<file path="src/inc/rct_pkg.sv">
// Register map, field positions, dividers and carrier types of the reloadable capture timer
package rct_pkg;
	localparam logic [7:0] RCT_ADDR_CONTROL = 8'hC8;
	localparam logic [7:0] RCT_ADDR_CONFIG = 8'hC9;
	localparam logic [7:0] RCT_ADDR_RCAP_LOW = 8'hCA;
	localparam logic [7:0] RCT_ADDR_RCAP_HIGH = 8'hCB;
	localparam logic [7:0] RCT_ADDR_COUNT_LOW = 8'hCC;
	localparam logic [7:0] RCT_ADDR_COUNT_HIGH = 8'hCD;

	localparam logic [7:0] RCT_RESET_BYTE = 8'h00;
	localparam logic [15:0] RCT_RESET_WORD = 16'h0000;
	localparam logic [15:0] RCT_ALL_ONES = 16'hFFFF;
	localparam logic [15:0] RCT_ZERO = 16'h0000;
	localparam logic [15:0] RCT_ONE = 16'h0001;

	// Control register bit positions
	localparam int RCT_CTL_WRAP_FLAG = 7;
	localparam int RCT_CTL_EXT_FLAG = 6;
	localparam int RCT_CTL_EXT_ENABLE = 3;
	localparam int RCT_CTL_RUN = 2;
	localparam int RCT_CTL_COUNT_SRC = 1;
	localparam int RCT_CTL_CAPTURE = 0;

	// Config register bit positions
	localparam int RCT_CFG_MODE_HIGH = 4;
	localparam int RCT_CFG_MODE_LOW = 3;
	localparam int RCT_CFG_TOGGLE = 2;
	localparam int RCT_CFG_OUT_EN = 1;
	localparam int RCT_CFG_DOWN_EN = 0;

	// Clock mode field codes
	localparam logic [1:0] RCT_CLK_DIV12 = 2'h0;
	localparam logic [1:0] RCT_CLK_SYS = 2'h1;
	localparam logic [1:0] RCT_CLK_EXT_DIV8 = 2'h2;
	localparam logic [1:0] RCT_CLK_DIV2 = 2'h3;

	// Divider terminal counts
	localparam logic [3:0] RCT_DIV12_LAST = 4'hB;
	localparam logic [3:0] RCT_DIV12_ZERO = 4'h0;
	localparam logic [3:0] RCT_DIV12_STEP = 4'h1;
	localparam logic [2:0] RCT_DIV8_LAST = 3'h7;
	localparam logic [2:0] RCT_DIV8_ZERO = 3'h0;
	localparam logic [2:0] RCT_DIV8_STEP = 3'h1;

	typedef struct packed {
		logic wr_en;
		logic rd_en;
		logic [7:0] addr;
		logic [7:0] wdata;
	} rct_sfr_req_t;

	typedef struct packed {
		logic ext_enable;
		logic run;
		logic count_src;
		logic capture;
	} rct_ctl_t;

	typedef struct packed {
		logic [1:0] clock_mode;
		logic out_en;
		logic down_en;
	} rct_cfg_t;
endpackage

</file>
<file path="src/hw/rct_pin_sync.sv">
// Three-stage pin synchroniser with agreement filter and edge pulses
`timescale 1ns/100ps
module rct_pin_sync
	import rct_pkg::*;
(
	input wire logic clock,
	input wire logic reset_n,
	input wire logic pin,
	output logic level_q,
	output logic fall_q,
	output logic rise_q
);
	logic s1_q, s2_q, s3_q;
	logic level_d, fall_d, rise_d;

	// A new level is accepted only once the second and third stages agree
	always_comb begin
		level_d = level_q;
		if (s2_q == s3_q) begin
			level_d = s3_q;
		end
		fall_d = level_q & ~level_d;
		rise_d = ~level_q & level_d;
	end

	always_ff @(posedge clock or negedge reset_n) begin
		if (!reset_n) begin
			s1_q <= 1'b0;
			s2_q <= 1'b0;
			s3_q <= 1'b0;
			level_q <= 1'b0;
			fall_q <= 1'b0;
			rise_q <= 1'b0;
		end else begin
			s1_q <= pin;
			s2_q <= s1_q;
			s3_q <= s2_q;
			level_q <= level_d;
			fall_q <= fall_d;
			rise_q <= rise_d;
		end
	end
endmodule

</file>
<file path="src/hw/rct_timer.sv">
// Reloadable 16-bit capture timer with byte-wide special-function registers
`timescale 1ns/100ps
// Summary of operation
// - Down in reload: match reload, load all ones
// - Up in reload: past all ones, load reload
// - Toggle-capable instance inverts output on each reload-mode wrap
// - Toggle bit reads output level, write forces it
// - Wrap flag set on wraps, sticky until cleared
// - External flag set on enabled falling-edge event
// - External enable low ignores control input edges
// - Capture mode falling edge copies counter out
// - Reload mode falling edge reloads counter, flags
// - Down enable: control input low counts down
// - Run bit low holds counter stopped
// - Source select: prescaled clock or count pin
// - Capture/reload select: zero reload, one capture
// - Clock mode: div12, sys, ext div8, div2
// - Reload/capture pair holds capture or reload value
// - Each instance samples shared pins independently
// - Upper counter byte is its own register
// - Reload mode external flag toggles on each wrap
module rct_timer
	import rct_pkg::*;
#(
	parameter bit TOGGLE_CAPABLE = 1'b1
)
(
	input wire logic clock,
	input wire logic reset_n,
	input wire rct_sfr_req_t sfr_req,
	output logic [7:0] sfr_rdata_q,
	output logic sfr_rvalid_q,
	input wire logic external_count_pin,
	input wire logic external_control_input,
	input wire logic external_clock,
	output logic toggle_pin_q,
	output logic timer_request_q
);
	logic cnt_fall, ctl_level, ctl_fall, xclk_rise;
	logic [3:0] div12_q, div12_d;
	logic div2_q, div2_d;
	logic [2:0] div8_q, div8_d;
	logic div8_tick_q, div8_tick_d;
	rct_ctl_t ctl_q, ctl_d;
	rct_cfg_t cfg_q, cfg_d;
	logic wrap_flag_q, wrap_flag_d;
	logic ext_flag_q, ext_flag_d;
	logic toggle_q, toggle_d;
	logic [15:0] count_q, count_d;
	logic [15:0] rcap_q, rcap_d;
	logic [7:0] rdata_d;
	logic rvalid_d, toggle_pin_d, request_d;
	logic clk_tick, tick, down, ext_evt, wrap, base_ext;
	logic wr_ctl, wr_cfg, wr_rl, wr_rh, wr_cl, wr_ch;

	function automatic logic is_write(input rct_sfr_req_t req, input logic [7:0] addr);
		return req.wr_en && (req.addr == addr);
	endfunction

	// Each instance keeps its own synchronisers on the shared pins
	rct_pin_sync u_count_sync (.clock(clock), .reset_n(reset_n), .pin(external_count_pin),
		.level_q(), .fall_q(cnt_fall), .rise_q());
	rct_pin_sync u_ctl_sync (.clock(clock), .reset_n(reset_n), .pin(external_control_input),
		.level_q(ctl_level), .fall_q(ctl_fall), .rise_q());
	rct_pin_sync u_xclk_sync (.clock(clock), .reset_n(reset_n), .pin(external_clock),
		.level_q(), .fall_q(), .rise_q(xclk_rise));

	// Prescalers
	always_comb begin
		div12_d = (div12_q == RCT_DIV12_LAST) ? RCT_DIV12_ZERO : div12_q + RCT_DIV12_STEP;
		div2_d = ~div2_q;
		div8_d = div8_q;
		div8_tick_d = 1'b0;
		if (xclk_rise) begin
			div8_d = div8_q + RCT_DIV8_STEP;
			div8_tick_d = (div8_q == RCT_DIV8_LAST);
		end
	end

	always_ff @(posedge clock or negedge reset_n) begin
		if (!reset_n) begin
			div12_q <= RCT_DIV12_ZERO;
			div2_q <= 1'b0;
			div8_q <= RCT_DIV8_ZERO;
			div8_tick_q <= 1'b0;
		end else begin
			div12_q <= div12_d;
			div2_q <= div2_d;
			div8_q <= div8_d;
			div8_tick_q <= div8_tick_d;
		end
	end

	always_comb begin
		unique case (cfg_q.clock_mode)
			RCT_CLK_DIV12: clk_tick = (div12_q == RCT_DIV12_LAST);
			RCT_CLK_SYS: clk_tick = 1'b1;
			RCT_CLK_EXT_DIV8: clk_tick = div8_tick_q;
			RCT_CLK_DIV2: clk_tick = div2_q;
		endcase
	end

	assign tick = ctl_q.run && (ctl_q.count_src ? cnt_fall : clk_tick);
	assign down = cfg_q.down_en && !ctl_level;
	assign ext_evt = ctl_q.ext_enable && !cfg_q.down_en && ctl_fall;

	assign wr_ctl = is_write(sfr_req, RCT_ADDR_CONTROL);
	assign wr_cfg = is_write(sfr_req, RCT_ADDR_CONFIG);
	assign wr_rl = is_write(sfr_req, RCT_ADDR_RCAP_LOW);
	assign wr_rh = is_write(sfr_req, RCT_ADDR_RCAP_HIGH);
	assign wr_cl = is_write(sfr_req, RCT_ADDR_COUNT_LOW);
	assign wr_ch = is_write(sfr_req, RCT_ADDR_COUNT_HIGH);

	// Counter, reload/capture pair, flags and toggle
	always_comb begin
		count_d = count_q;
		rcap_d = rcap_q;
		wrap = 1'b0;
		if (tick) begin
			if (down) begin
				if (!ctl_q.capture && count_q == rcap_q) begin
					count_d = RCT_ALL_ONES;
					wrap = 1'b1;
				end else begin
					count_d = count_q - RCT_ONE;
					wrap = ctl_q.capture && (count_q == RCT_ZERO);
				end
			end else if (count_q == RCT_ALL_ONES) begin
				count_d = ctl_q.capture ? RCT_ZERO : rcap_q;
				wrap = 1'b1;
			end else begin
				count_d = count_q + RCT_ONE;
			end
		end
		if (ext_evt) begin
			if (ctl_q.capture) begin
				rcap_d = count_q;
			end else begin
				count_d = rcap_q;
				wrap = 1'b0;
			end
		end
		if (wr_rl && !(ext_evt && ctl_q.capture)) begin
			rcap_d[7:0] = sfr_req.wdata;
		end
		if (wr_rh && !(ext_evt && ctl_q.capture)) begin
			rcap_d[15:8] = sfr_req.wdata;
		end
		if (wr_cl) begin
			count_d[7:0] = sfr_req.wdata;
		end
		if (wr_ch) begin
			count_d[15:8] = sfr_req.wdata;
		end
		ctl_d = ctl_q;
		if (wr_ctl) begin
			ctl_d = '{ext_enable: sfr_req.wdata[RCT_CTL_EXT_ENABLE], run: sfr_req.wdata[RCT_CTL_RUN],
				count_src: sfr_req.wdata[RCT_CTL_COUNT_SRC], capture: sfr_req.wdata[RCT_CTL_CAPTURE]};
		end
		cfg_d = cfg_q;
		if (wr_cfg) begin
			cfg_d = '{clock_mode: sfr_req.wdata[RCT_CFG_MODE_HIGH:RCT_CFG_MODE_LOW],
				out_en: sfr_req.wdata[RCT_CFG_OUT_EN], down_en: sfr_req.wdata[RCT_CFG_DOWN_EN]};
		end
		// Hardware set takes priority over a software clear in the same cycle
		wrap_flag_d = wrap | (wr_ctl ? sfr_req.wdata[RCT_CTL_WRAP_FLAG] : wrap_flag_q);
		base_ext = wr_ctl ? sfr_req.wdata[RCT_CTL_EXT_FLAG] : ext_flag_q;
		ext_flag_d = ext_evt | (base_ext ^ (wrap & ~ctl_q.capture));
		toggle_d = toggle_q;
		if (wr_cfg) begin
			toggle_d = sfr_req.wdata[RCT_CFG_TOGGLE];
		end else if (TOGGLE_CAPABLE && wrap && !ctl_q.capture && cfg_q.out_en) begin
			toggle_d = ~toggle_q;
		end
		toggle_pin_d = TOGGLE_CAPABLE && cfg_d.out_en && toggle_d;
		request_d = wrap_flag_d | (ext_flag_d & ctl_d.capture);
	end

	// Read port: unmapped addresses read as zero
	always_comb begin
		rvalid_d = sfr_req.rd_en;
		rdata_d = RCT_RESET_BYTE;
		if (sfr_req.rd_en) begin
			unique case (sfr_req.addr)
				RCT_ADDR_CONTROL: rdata_d = {wrap_flag_q, ext_flag_q, 2'h0, ctl_q.ext_enable, ctl_q.run,
					ctl_q.count_src, ctl_q.capture};
				RCT_ADDR_CONFIG: rdata_d = {3'h0, cfg_q.clock_mode, toggle_q, cfg_q.out_en,
					cfg_q.down_en};
				RCT_ADDR_RCAP_LOW: rdata_d = rcap_q[7:0];
				RCT_ADDR_RCAP_HIGH: rdata_d = rcap_q[15:8];
				RCT_ADDR_COUNT_LOW: rdata_d = count_q[7:0];
				RCT_ADDR_COUNT_HIGH: rdata_d = count_q[15:8];
				default: rdata_d = RCT_RESET_BYTE;
			endcase
		end
	end

	always_ff @(posedge clock or negedge reset_n) begin
		if (!reset_n) begin
			count_q <= RCT_RESET_WORD;
			rcap_q <= RCT_RESET_WORD;
			ctl_q <= '0;
			cfg_q <= '0;
			wrap_flag_q <= 1'b0;
			ext_flag_q <= 1'b0;
			toggle_q <= 1'b0;
			toggle_pin_q <= 1'b0;
			timer_request_q <= 1'b0;
			sfr_rdata_q <= RCT_RESET_BYTE;
			sfr_rvalid_q <= 1'b0;
		end else begin
			count_q <= count_d;
			rcap_q <= rcap_d;
			ctl_q <= ctl_d;
			cfg_q <= cfg_d;
			wrap_flag_q <= wrap_flag_d;
			ext_flag_q <= ext_flag_d;
			toggle_q <= toggle_d;
			toggle_pin_q <= toggle_pin_d;
			timer_request_q <= request_d;
			sfr_rdata_q <= rdata_d;
			sfr_rvalid_q <= rvalid_d;
		end
	end

	logic cnt_wr;
	assign cnt_wr = wr_cl | wr_ch;
endmodule

</file>
<file path="config.mk">
export PLATFORM = sky130hd
export DESIGN_NAME = rct_timer
export DESIGN_NICKNAME = d
export VERILOG_FILES = /design/src/inc/rct_pkg.sv /design/src/hw/rct_pin_sync.sv /design/src/hw/rct_timer.sv
export SDC_FILE = /design/constraint.sdc
export NUM_CORES = 1
export LEC_CHECK = 0
export BUFFER_PORTS_ARGS = -buffer_cell sky130_fd_sc_hd__buf_2
export CORE_MARGIN = 4
export CORE_UTILIZATION = 30
export CTS_CLUSTER_SIZE = 40
export DETAILED_ROUTE_END_ITERATION = 6
export GPL_ROUTABILITY_DRIVEN = 0
export PLACE_DENSITY = 0.53
export REMOVE_ABC_BUFFERS = 1
export SYNTH_ARGS = -nofsm -noshare
export SYNTH_HDL_FRONTEND = slang
export SYNTH_SLANG_ARGS = --single-unit
</file>
<file path="constraint.sdc">
create_clock -name clock -period 5.51 [get_ports clock]
set_clock_uncertainty 0.2 [all_clocks]
set_input_delay 0.551 -clock clock [delete_from_list [all_inputs] [get_ports clock]]
set_output_delay 0.551 -clock clock [all_outputs]
set_load 0.005 [all_outputs]
</file>
Yosys cells after proc, flatten, opt, wreduce, memory -nomap -nowiden
Index checks and enable logic that the tools add are counted.
Widths: inputs -> output; s select.
Word-level totals
  bits in registers: 78
  output and inout bits: 11
Operators by class
  reduce and logical (&&, ||, !) cells: 30
  muxes and demuxes: 34
  bitwise logic cells: 15
  $add $sub $neg: 4
  equal/unequal tests: 16
Operator list (number)
  $mux 16: 9
  $eq 8x8->1 const B: 6
  $pmux 8 s6: 1
  $mux 8: 5
  $logic_and 1x1->1: 18
  $add 16x1->16 const B: 1
  $eq 16x16->1: 1
  $eq 16x16->1 const B: 1
  $logic_not 16->1: 1
  $mux 1: 16
  $sub 16x1->16 const B: 1
  $reduce_bool 2->1: 4
  $not 1->1: 6
  $and 1x1->1: 5
  $add 4x1->4 const B: 1
  $eq 2x2->1 const B: 2
  $eq 4x4->1 const B: 1
  $logic_not 1->1: 4
  $mux 4: 1
  $pmux 1 s4: 1
  $reduce_and 2->1: 2
  $add 3x1->3 const B: 1
  $eq 1x1->1: 3
  $eq 3x3->1 const B: 1
  5 further kinds: 7

Longest topological paths before layout
Gate-level depths: netlist of run 1.
  word-level depth: 12
  mapped depth: 9
  depth with buffers taken out: 7

Cells and area by module
Synthesis of run 1 repeated with hierarchy kept, for this count alone.
Second synthesis, totals
  cell total of the unflattened synthesis: 551
  area, all modules: 5051.1 um^2
Modules (own cells, without submodules)
  rct_timer: cells each 524, seq. area each 1576.5 um^2, instances 1, area an instance 4514.3 um^2
  rct_pin_sync: cells each 9, seq. area each 150.1 um^2, instances 3, area an instance 178.9 um^2

Least setup slack after synthesis of run 1
Ideal clock, no wire load.
  path kind: input to register
  start point: input sfr_req[12] (netlist bit)
  end point: register ext_flag_q
  required time: 5181 ps
  path slack: 3125 ps
  setup time: 129 ps
  buffers on the path: 1
  cell stages on the path: 7
  arrival: 2056 ps
  cell sequence: and4bb_2 -> nand3b_1 -> or3_1 -> buf_2 -> mux2_2 -> a311oi_1 -> a21oi_1
Between the ends
  cells in the longest elaborated chain, start to end: 5
Ends and longest elaborated chain
  start, declared: line rct_timer.sv:30  | input wire rct_sfr_req_t sfr_req,
  $eq 8x8->1: line rct_timer.sv:57  | return req.wr_en && (req.addr == addr);
  $logic_and 1x1->1: line rct_timer.sv:57
  $mux 1: line rct_timer.sv:167  | base_ext = wr_ctl ? sfr_req.wdata[RCT_CTL_EXT_FLAG] : ext_flag_q;
  $xor 1x1->1: line rct_timer.sv:168  | ext_flag_d = ext_evt | (base_ext ^ (wrap & ~ctl_q.capture));
  $or 1x1->1: line rct_timer.sv:168
  named net ext_flag_d: line rct_timer.sv:47  | logic ext_flag_q, ext_flag_d;
  end signal, assigned: line rct_timer.sv:217  | ext_flag_q <= ext_flag_d;
  end, declared: line rct_timer.sv:47
The timed path passes the listed nets, and every way through them passes these cells.
A chain may end at the register's enable or synchronous reset.

Worst setup path in the final report of run 1
  start point: register count_q[2]
  end point: register count_q[6]
Between the ends
  cells in the longest elaborated chain, start to end: 8
  elaborated cells on any way between the ends: 12
Ends and longest elaborated chain
  start, declared: line rct_timer.sv:49  | logic [15:0] count_q, count_d;
  start signal, assigned: line rct_timer.sv:212  | count_q <= count_d;
  parallel branches: the longest is 3 deep, another holds $add 16x1->16
  $mux 16 (*): line rct_timer.sv:120  | if (down) begin
  $mux 16 (*): line rct_timer.sv:119  | if (tick) begin
  $mux 16: line rct_timer.sv:136  | if (ctl_q.capture) begin
  $mux 16 (*): line rct_timer.sv:135  | if (ext_evt) begin
  $mux 8 (*): line rct_timer.sv:149  | if (wr_cl) begin
  named net count_d[6]: line rct_timer.sv:49
Mark *: on every way through the listed nets, which the timed path passes.

==> flow_summary_export.csv, run 1 <==
group,metric,value,unit
status,status,"completed",
die,die_area,0.0186,mm2
critical_path,start_kind,"register",
critical_path,r2r_slack,2520,ps
synth,synthXorXnorAreaFrac,5.50,%
global_route,antenna_found_initial,0,
die,die_height,136,um
critical_path,crit_fanout,18,
global_route,grt_overflow_total,0,
detailed_routing,routed_wl,15700,um
placement,place_inst,758,
critical_path,critPathRequiredTime,5540,ps
detailed_routing,postRouteAntennaNets,0,
sta,fin_crit,2990,ps
power_and_ir_drop,vdd_ir_drop_max,0.182,mV
clock_tree,insertion_delay,360,ps
placement,place_area,0.00521,mm2
clock_tree,post_cts_resized,0,
synth,synthSimpleGateAreaFrac,22.2,%
detailed_routing,drtIter0Drc,597,
synth,synthAdderAreaFrac,2.13,%
final_layout,regArea,0.00195,mm2
critical_path,cp-endpoint,"count_q[6]",
critical_path,reg2reg_from,"count_q[2]",
synth,synth_top_cell_by_area,"dfrtp_1",
synth,synth_edf_count,0,
sta,fin_ws,2520,ps
clock_tree,postCtsSetupRepairBufs,0,
synth,ys.flop_type,"dfrtp_1",
sta,hold_viol,0,
critical_path,critical_path_class,"reg -> reg",
final_layout,drive_above_1_share,15.4,%
sta,maxSlewViolCount,0,
clock_tree,root_buffer,"clkbuf_16",
critical_path,crit_start,"count_q[2]",
die,core.rowCount,46,
synth,synth_top_family_by_area,"simple AND/OR/NAND/NOR gates",
global_route,met2_usage,26.4,%
detailed_routing,drc,0,
synth,synth_compound_area_share,16.8,%
synth,post-synth-top-count-cell,"dfrtp_1",
clock_tree,clock_path_buffers,2,
power_and_ir_drop,finalPower,1.87,mW
sta,tightest_slew,1310,ps
worst_hold_path,min_path_type,"in -> reg",
final_layout,finish.utilization,34.5,%
synth,synth_seq_cells,78,
global_route,grt-busiest-layer,"met2",
sta,whs,94.8,ps
flow_run,maxCapViolCount,0,
synth,synthTopCellsByArea,"dfrtp_1 (40%), mux2i_1 (5.9%), a21oi_1 (4.7%)",
detailed_routing,via_per_inst,5.74,
synth,postSynthCellCount,549,
clock_tree,cts_hold_buf,0,
final_layout,n_fill_cell,1657,
synth,ys_seq_area_share,39.6,%
final_layout,synthToLayoutAreaGrowth,12.0,%
sta,slew_headroom,12.3,%
sta,min_period_over_period,54.3,%
sta,max_freq,334,MHz
synth,synth.area.mux_share,9.54,%
final_layout,instances_no_fill,774,
global_route,grt_pass1_vias,4380,
final_layout,fin_area,0.00553,mm2
synth,synth_top_area_share,39.6,%
clock_tree,clkTransAtPathRegs,70,ps
critical_path,reg2reg_depth,6,
placement,dp_slack,2640,ps
clock_tree,cts_tree,"yes",
sta,setup_viol,0,
placement,hpwl,10700,um
synth,ys_types,63,
clock_tree,cts_made_buffers,9,
synth,synthTopCellsByCount,"dfrtp_1 (78), nor2_1 (53), a21oi_1 (46)",
clock_tree,cts.sinks,78,
final_layout,diodes,0,
synth,ys_warn_count,0,
critical_path,worst-endpoint-arrival,3020,ps
global_route,grt_pass1_wl,25000,um
die,io_pins,34,
global_route,use_met1,24.3,%
global_route,grtUsageTotal,17.6,%
global_route,grt_use_met3,3.85,%
critical_path,end_kind,"register",
clock_tree,htreeDepth,3,
synth,synthArstFlopShare,100,%
final_layout,nNetsFinal,582,
die,start_util,30.8,%
final_layout,multiInputGateArea,0.00277,mm2
synth,avgSynthCellArea,8.99,um2
global_route,grt_max_degree,79,
detailed_routing,firstDrtPassIters,7,
sta,rsz0062_at_grt,"no",
critical_path,r2r-end,"count_q[6]",
detailed_routing,wl_per_cell,20.2,um
synth,synthesis.area,0.00493,mm2
power_and_ir_drop,power_leakage,2.20,nW
sta,fin_tns_setup,0,ps
power_and_ir_drop,power.density,337,mW/mm2
die,core,0.0160,mm2
placement,io_buffer_count,33,
detailed_routing,num_vias,4444,
die,die_x,136,um
==> cell usage in the layout, fill, tap and decap left out, types with 3 or more instances in the layout <==
cell and count:
a211oi_1 4, a21o_1 3, a21oi_1 46, a222oi_1 3
a31o_2 3, a31oi_1 11, and2_1 3, and3_1 15
buf_2 32, buf_4 4, clkbuf_16 9, dfrtp_1 78
ha_1 6, inv_1 7, inv_8 3, maj3_1 3
mux2_2 14, mux2i_1 29, nand2_1 28, nand2b_1 5
nand3_1 24, nand3b_1 3, nand4_1 14, nor2_1 53
nor2b_1 6, nor3_1 8, nor3b_1 5, nor4_1 8
o211ai_1 6, o21ai_0 31, o22ai_1 3, o31ai_1 3
or2_2 7, or3_1 8, or4_1 5, xnor2_1 10
xor2_1 21
==> where the power goes <==
group          switching [mW]  internal, mW  total (mW)  leakage (nW)
Combinational           0.214         0.199       0.414          1.11
Clock                   0.274         0.363       0.637         0.152
Sequential              0.179         0.635       0.814         0.931
==> cell families (layout without fill, tap and decap cells) <==
logic type	count (synthesis)	after routing
xor+xnor	31	31
compound gates	133	133
simple gates	204	204
flops	78	78
fa+ha+maj	9	9
buf+inv	50	59
mux	44	44
==> worst max-delay path, cell delays in order, from the launching register on <==
cell	delay, ps
dfrtp_1	760
xor2_1	170
nor4_1	330
nand4_1	160
o21ai_2	770
a21oi_1	130
o31ai_1	330
==> state kept, by name, indices dropped and copies added (netlist names), 3 cells and up <==
name	count
div12_q	4
sfr_rdata_q	8
count_q	16
div8_q	3
ctl_q	4
cfg_q	4
rcap_q	16
==> how the worst min path moves through the flow <==
| stage | start | to | depth (start not counted) |
|---|---|---|---|
| CTS | external_control_input | u_ctl_sync.s1_q | 1 |
| finish | external_clock | u_xclk_sync.s1_q | 1 |
| detailed placement | u_ctl_sync.s1_q | u_ctl_sync.s2_q | 0 |
| global route | external_control_input | u_ctl_sync.s1_q | 1 |
| floorplan | reset_n | cfg_q[0] | 0 |
| global placement | u_ctl_sync.s1_q | u_ctl_sync.s2_q | 0 |
==> metal layers <==
metal	up-vias	wire length (um)
met2	217	6870
met4	0	498
met3	44	1290
li1	2024	-
met5	-	0
met1	2159	7010
==> cell type report <==
cell class              count  share of cell area, %
flip-flops and latches     78                   35.3
clock buffers               9                   4.08
well taps                 216                   4.89
inverters                   7                  0.475
clock inverters             7                   1.61
multi-input cells         421                   50.2
repair buffers             36                   3.44
(Power assumes the default switching activity.)
==> run 2: changes to the inputs <==
Settings changed: PLACE_DENSITY 0.53 to 0.55.
Clock period 5.51 ns to 2.62 ns, I/O delays scaled along.
==> flow_summary_export.csv, run 2 (same netlist as run 1, synthesis figures left out) <==
group,metric,value,unit
die,die_x,136,um
clock_tree,cts_tree,"yes",
final_layout,synthToLayoutAreaGrowth,20.9,%
detailed_routing,drc,0,
sta,tightest_slew,829,ps
global_route,grt_pass1_vias,4611,
critical_path,cp-endpoint,"count_q[14]",
final_layout,diodes,0,
placement,io_buffer_count,33,
sta,max_freq,404,MHz
global_route,grt_max_degree,49,
clock_tree,postCtsSetupRepairBufs,0,
detailed_routing,wl_per_cell,19.9,um
sta,fin_crit,2480,ps
sta,min_period_over_period,94.5,%
final_layout,nNetsFinal,639,
placement,dp_slack,82.6,ps
sta,slew_headroom,44.6,%
clock_tree,clkTransAtPathRegs,70,ps
detailed_routing,postRouteAntennaNets,0,
sta,fin_ws,144,ps
worst_hold_path,hold_depth,3,
critical_path,worst-endpoint-arrival,2510,ps
critical_path,end_kind,"register",
detailed_routing,firstDrtPassIters,6,
flow_run,maxCapViolCount,0,
final_layout,instances_no_fill,831,
power_and_ir_drop,power.density,678,mW/mm2
global_route,grtUsageTotal,18.4,%
detailed_routing,routed_wl,16500,um
critical_path,critical_path_class,"reg -> reg",
sta,hold_viol,0,
final_layout,layout_common_cells,"dfrtp_1 (78), buf_4 (56), nor2_1 (53)",
sta,maxSlewViolCount,0,
status,status,"completed",
clock_tree,cts_made_buffers,9,
final_layout,n_fill_cell,1661,
die,io_pins,34,
die,die_area,0.0186,mm2
detailed_routing,via_per_inst,5.66,
clock_tree,insertion_delay,350,ps
clock_tree,htreeDepth,3,
sta,setup_viol,0,
final_layout,drive_above_1_share,23.1,%
sta,rsz0062_at_grt,"no",
detailed_routing,num_vias,4704,
sta,fin_tns_setup,0,ps
critical_path,crit_fanout,8,
global_route,grt_overflow_total,0,
clock_tree,clock_path_buffers,2,
die,start_util,30.8,%
critical_path,r2r_slack,140,ps
clock_tree,cts.sinks,78,
clock_tree,root_buffer,"clkbuf_16",
placement,place_inst,810,
power_and_ir_drop,vdd_ir_drop_max,0.309,mV
die,core.rowCount,46,
final_layout,top_regs,"count_q (16), rcap_q (16), sfr_rdata_q (8)",
placement,hpwl,12100,um
critical_path,reg2reg_depth,6,
critical_path,crit_start,"count_q[5]",
die,die_height,136,um
critical_path,r2r-end,"count_q[14]",
critical_path,critPathRequiredTime,2660,ps
critical_path,start_kind,"register",
sta,whs,22.1,ps
global_route,antenna_found_initial,0,
die,core,0.0160,mm2
detailed_routing,drtIter0Drc,512,
final_layout,layout_commonest_cell,"dfrtp_1",
worst_hold_path,min_path_type,"in -> reg",
global_route,grt_pass1_wl,26200,um
critical_path,reg2reg_from,"count_q[5]",
power_and_ir_drop,power_leakage,2.46,nW
final_layout,finish.utilization,37.3,%
==> run 2: cell count changes in the layout (fill, tap and decap cells not counted) <==
cell / previous run / this run
buf_4: 4 / 56
dlygate4sd3_1: 0 / 5
inv_6: 1 / 4
nor4_1: 8 / 5
nor4_2: 1 / 4
inv_8: 3 / 1
bufinv_16: 1 / 0
or4_1: 5 / 4
or4_4: 0 / 1
==> run 2: layout make-up <==
class / count / area, um2 / area share, %
clock buffers: 9 / 225 / 3.78
clock inverters: 7 / 62.6 / 1.05
inverters: 7 / 26.3 / 0.441
multi-input cells: 421 / 2800 / 46.9
flip-flops and latches: 78 / 1950 / 32.7
well taps: 216 / 270 / 4.53
repair buffers: 93 / 631 / 10.6
==> run 2: stage by stage <==
stage | power (mW) | area, um2
2_1_floorplan | 2.23 | 4750
5_1_grt | 4.26 | 5960
6_report | 4.04 | 5960
3_3_place_gp | 2.75 | 5600
3_5_place_dp | 2.77 | 5600
4_1_cts | 4.03 | 5940
==> run 2: timing repair <==
action                     CTS  global route
hold endpoints to repair    51             0
hold buffers                 5             0
setup endpoints to repair    0             2
resized for setup            0             4
==> run 2: worst min-delay path by stage <==
| stage | slack, ps | to | startpoint |
|---|---|---|---|
| global route | 40 | count_q[14] | sfr_req[6] |
| floorplan | -230 | cfg_q[0] | reset_n |
| CTS | 20 | count_q[5] | sfr_req[5] |
| global placement | 110 | u_xclk_sync.s1_q | reset_n |
| detailed placement | 110 | u_xclk_sync.s1_q | reset_n |
| finish | 20 | count_q[5] | sfr_req[5] |
==> run 2: worst max-delay path: stages, from the launching register on <==
cell     delay (ps)
dfrtp_1         500
nor4_1          500
and2_1          350
nor3b_2         230
xnor2_1         130
a31oi_1          90
o32a_2          360
==> run 2: metal layers <==
| metal | vias to the layer above | routed length [um] | global-route usage, % |
|---|---|---|---|
| met3 | 55 | 1490 | 4.63 |
| met1 | 2266 | 7130 | 25.2 |
| met2 | 238 | 7250 | 27.8 |
| met5 | - | 0 | 0 |
| met4 | 0 | 666 | 7.67 |
| li1 | 2145 | - | - |
==> run 2: power by group <==
| group | total [mW] | leakage (nW) | internal (mW) | switching, mW |
|---|---|---|---|---|
| sequential | 1.53 | 0.931 | 1.34 | 0.192 |
| clock | 1.25 | 0.139 | 0.664 | 0.581 |
| combinational | 1.27 | 1.39 | 0.577 | 0.689 |
| total | 4.04 | 2.46 | 2.58 | 1.46 |
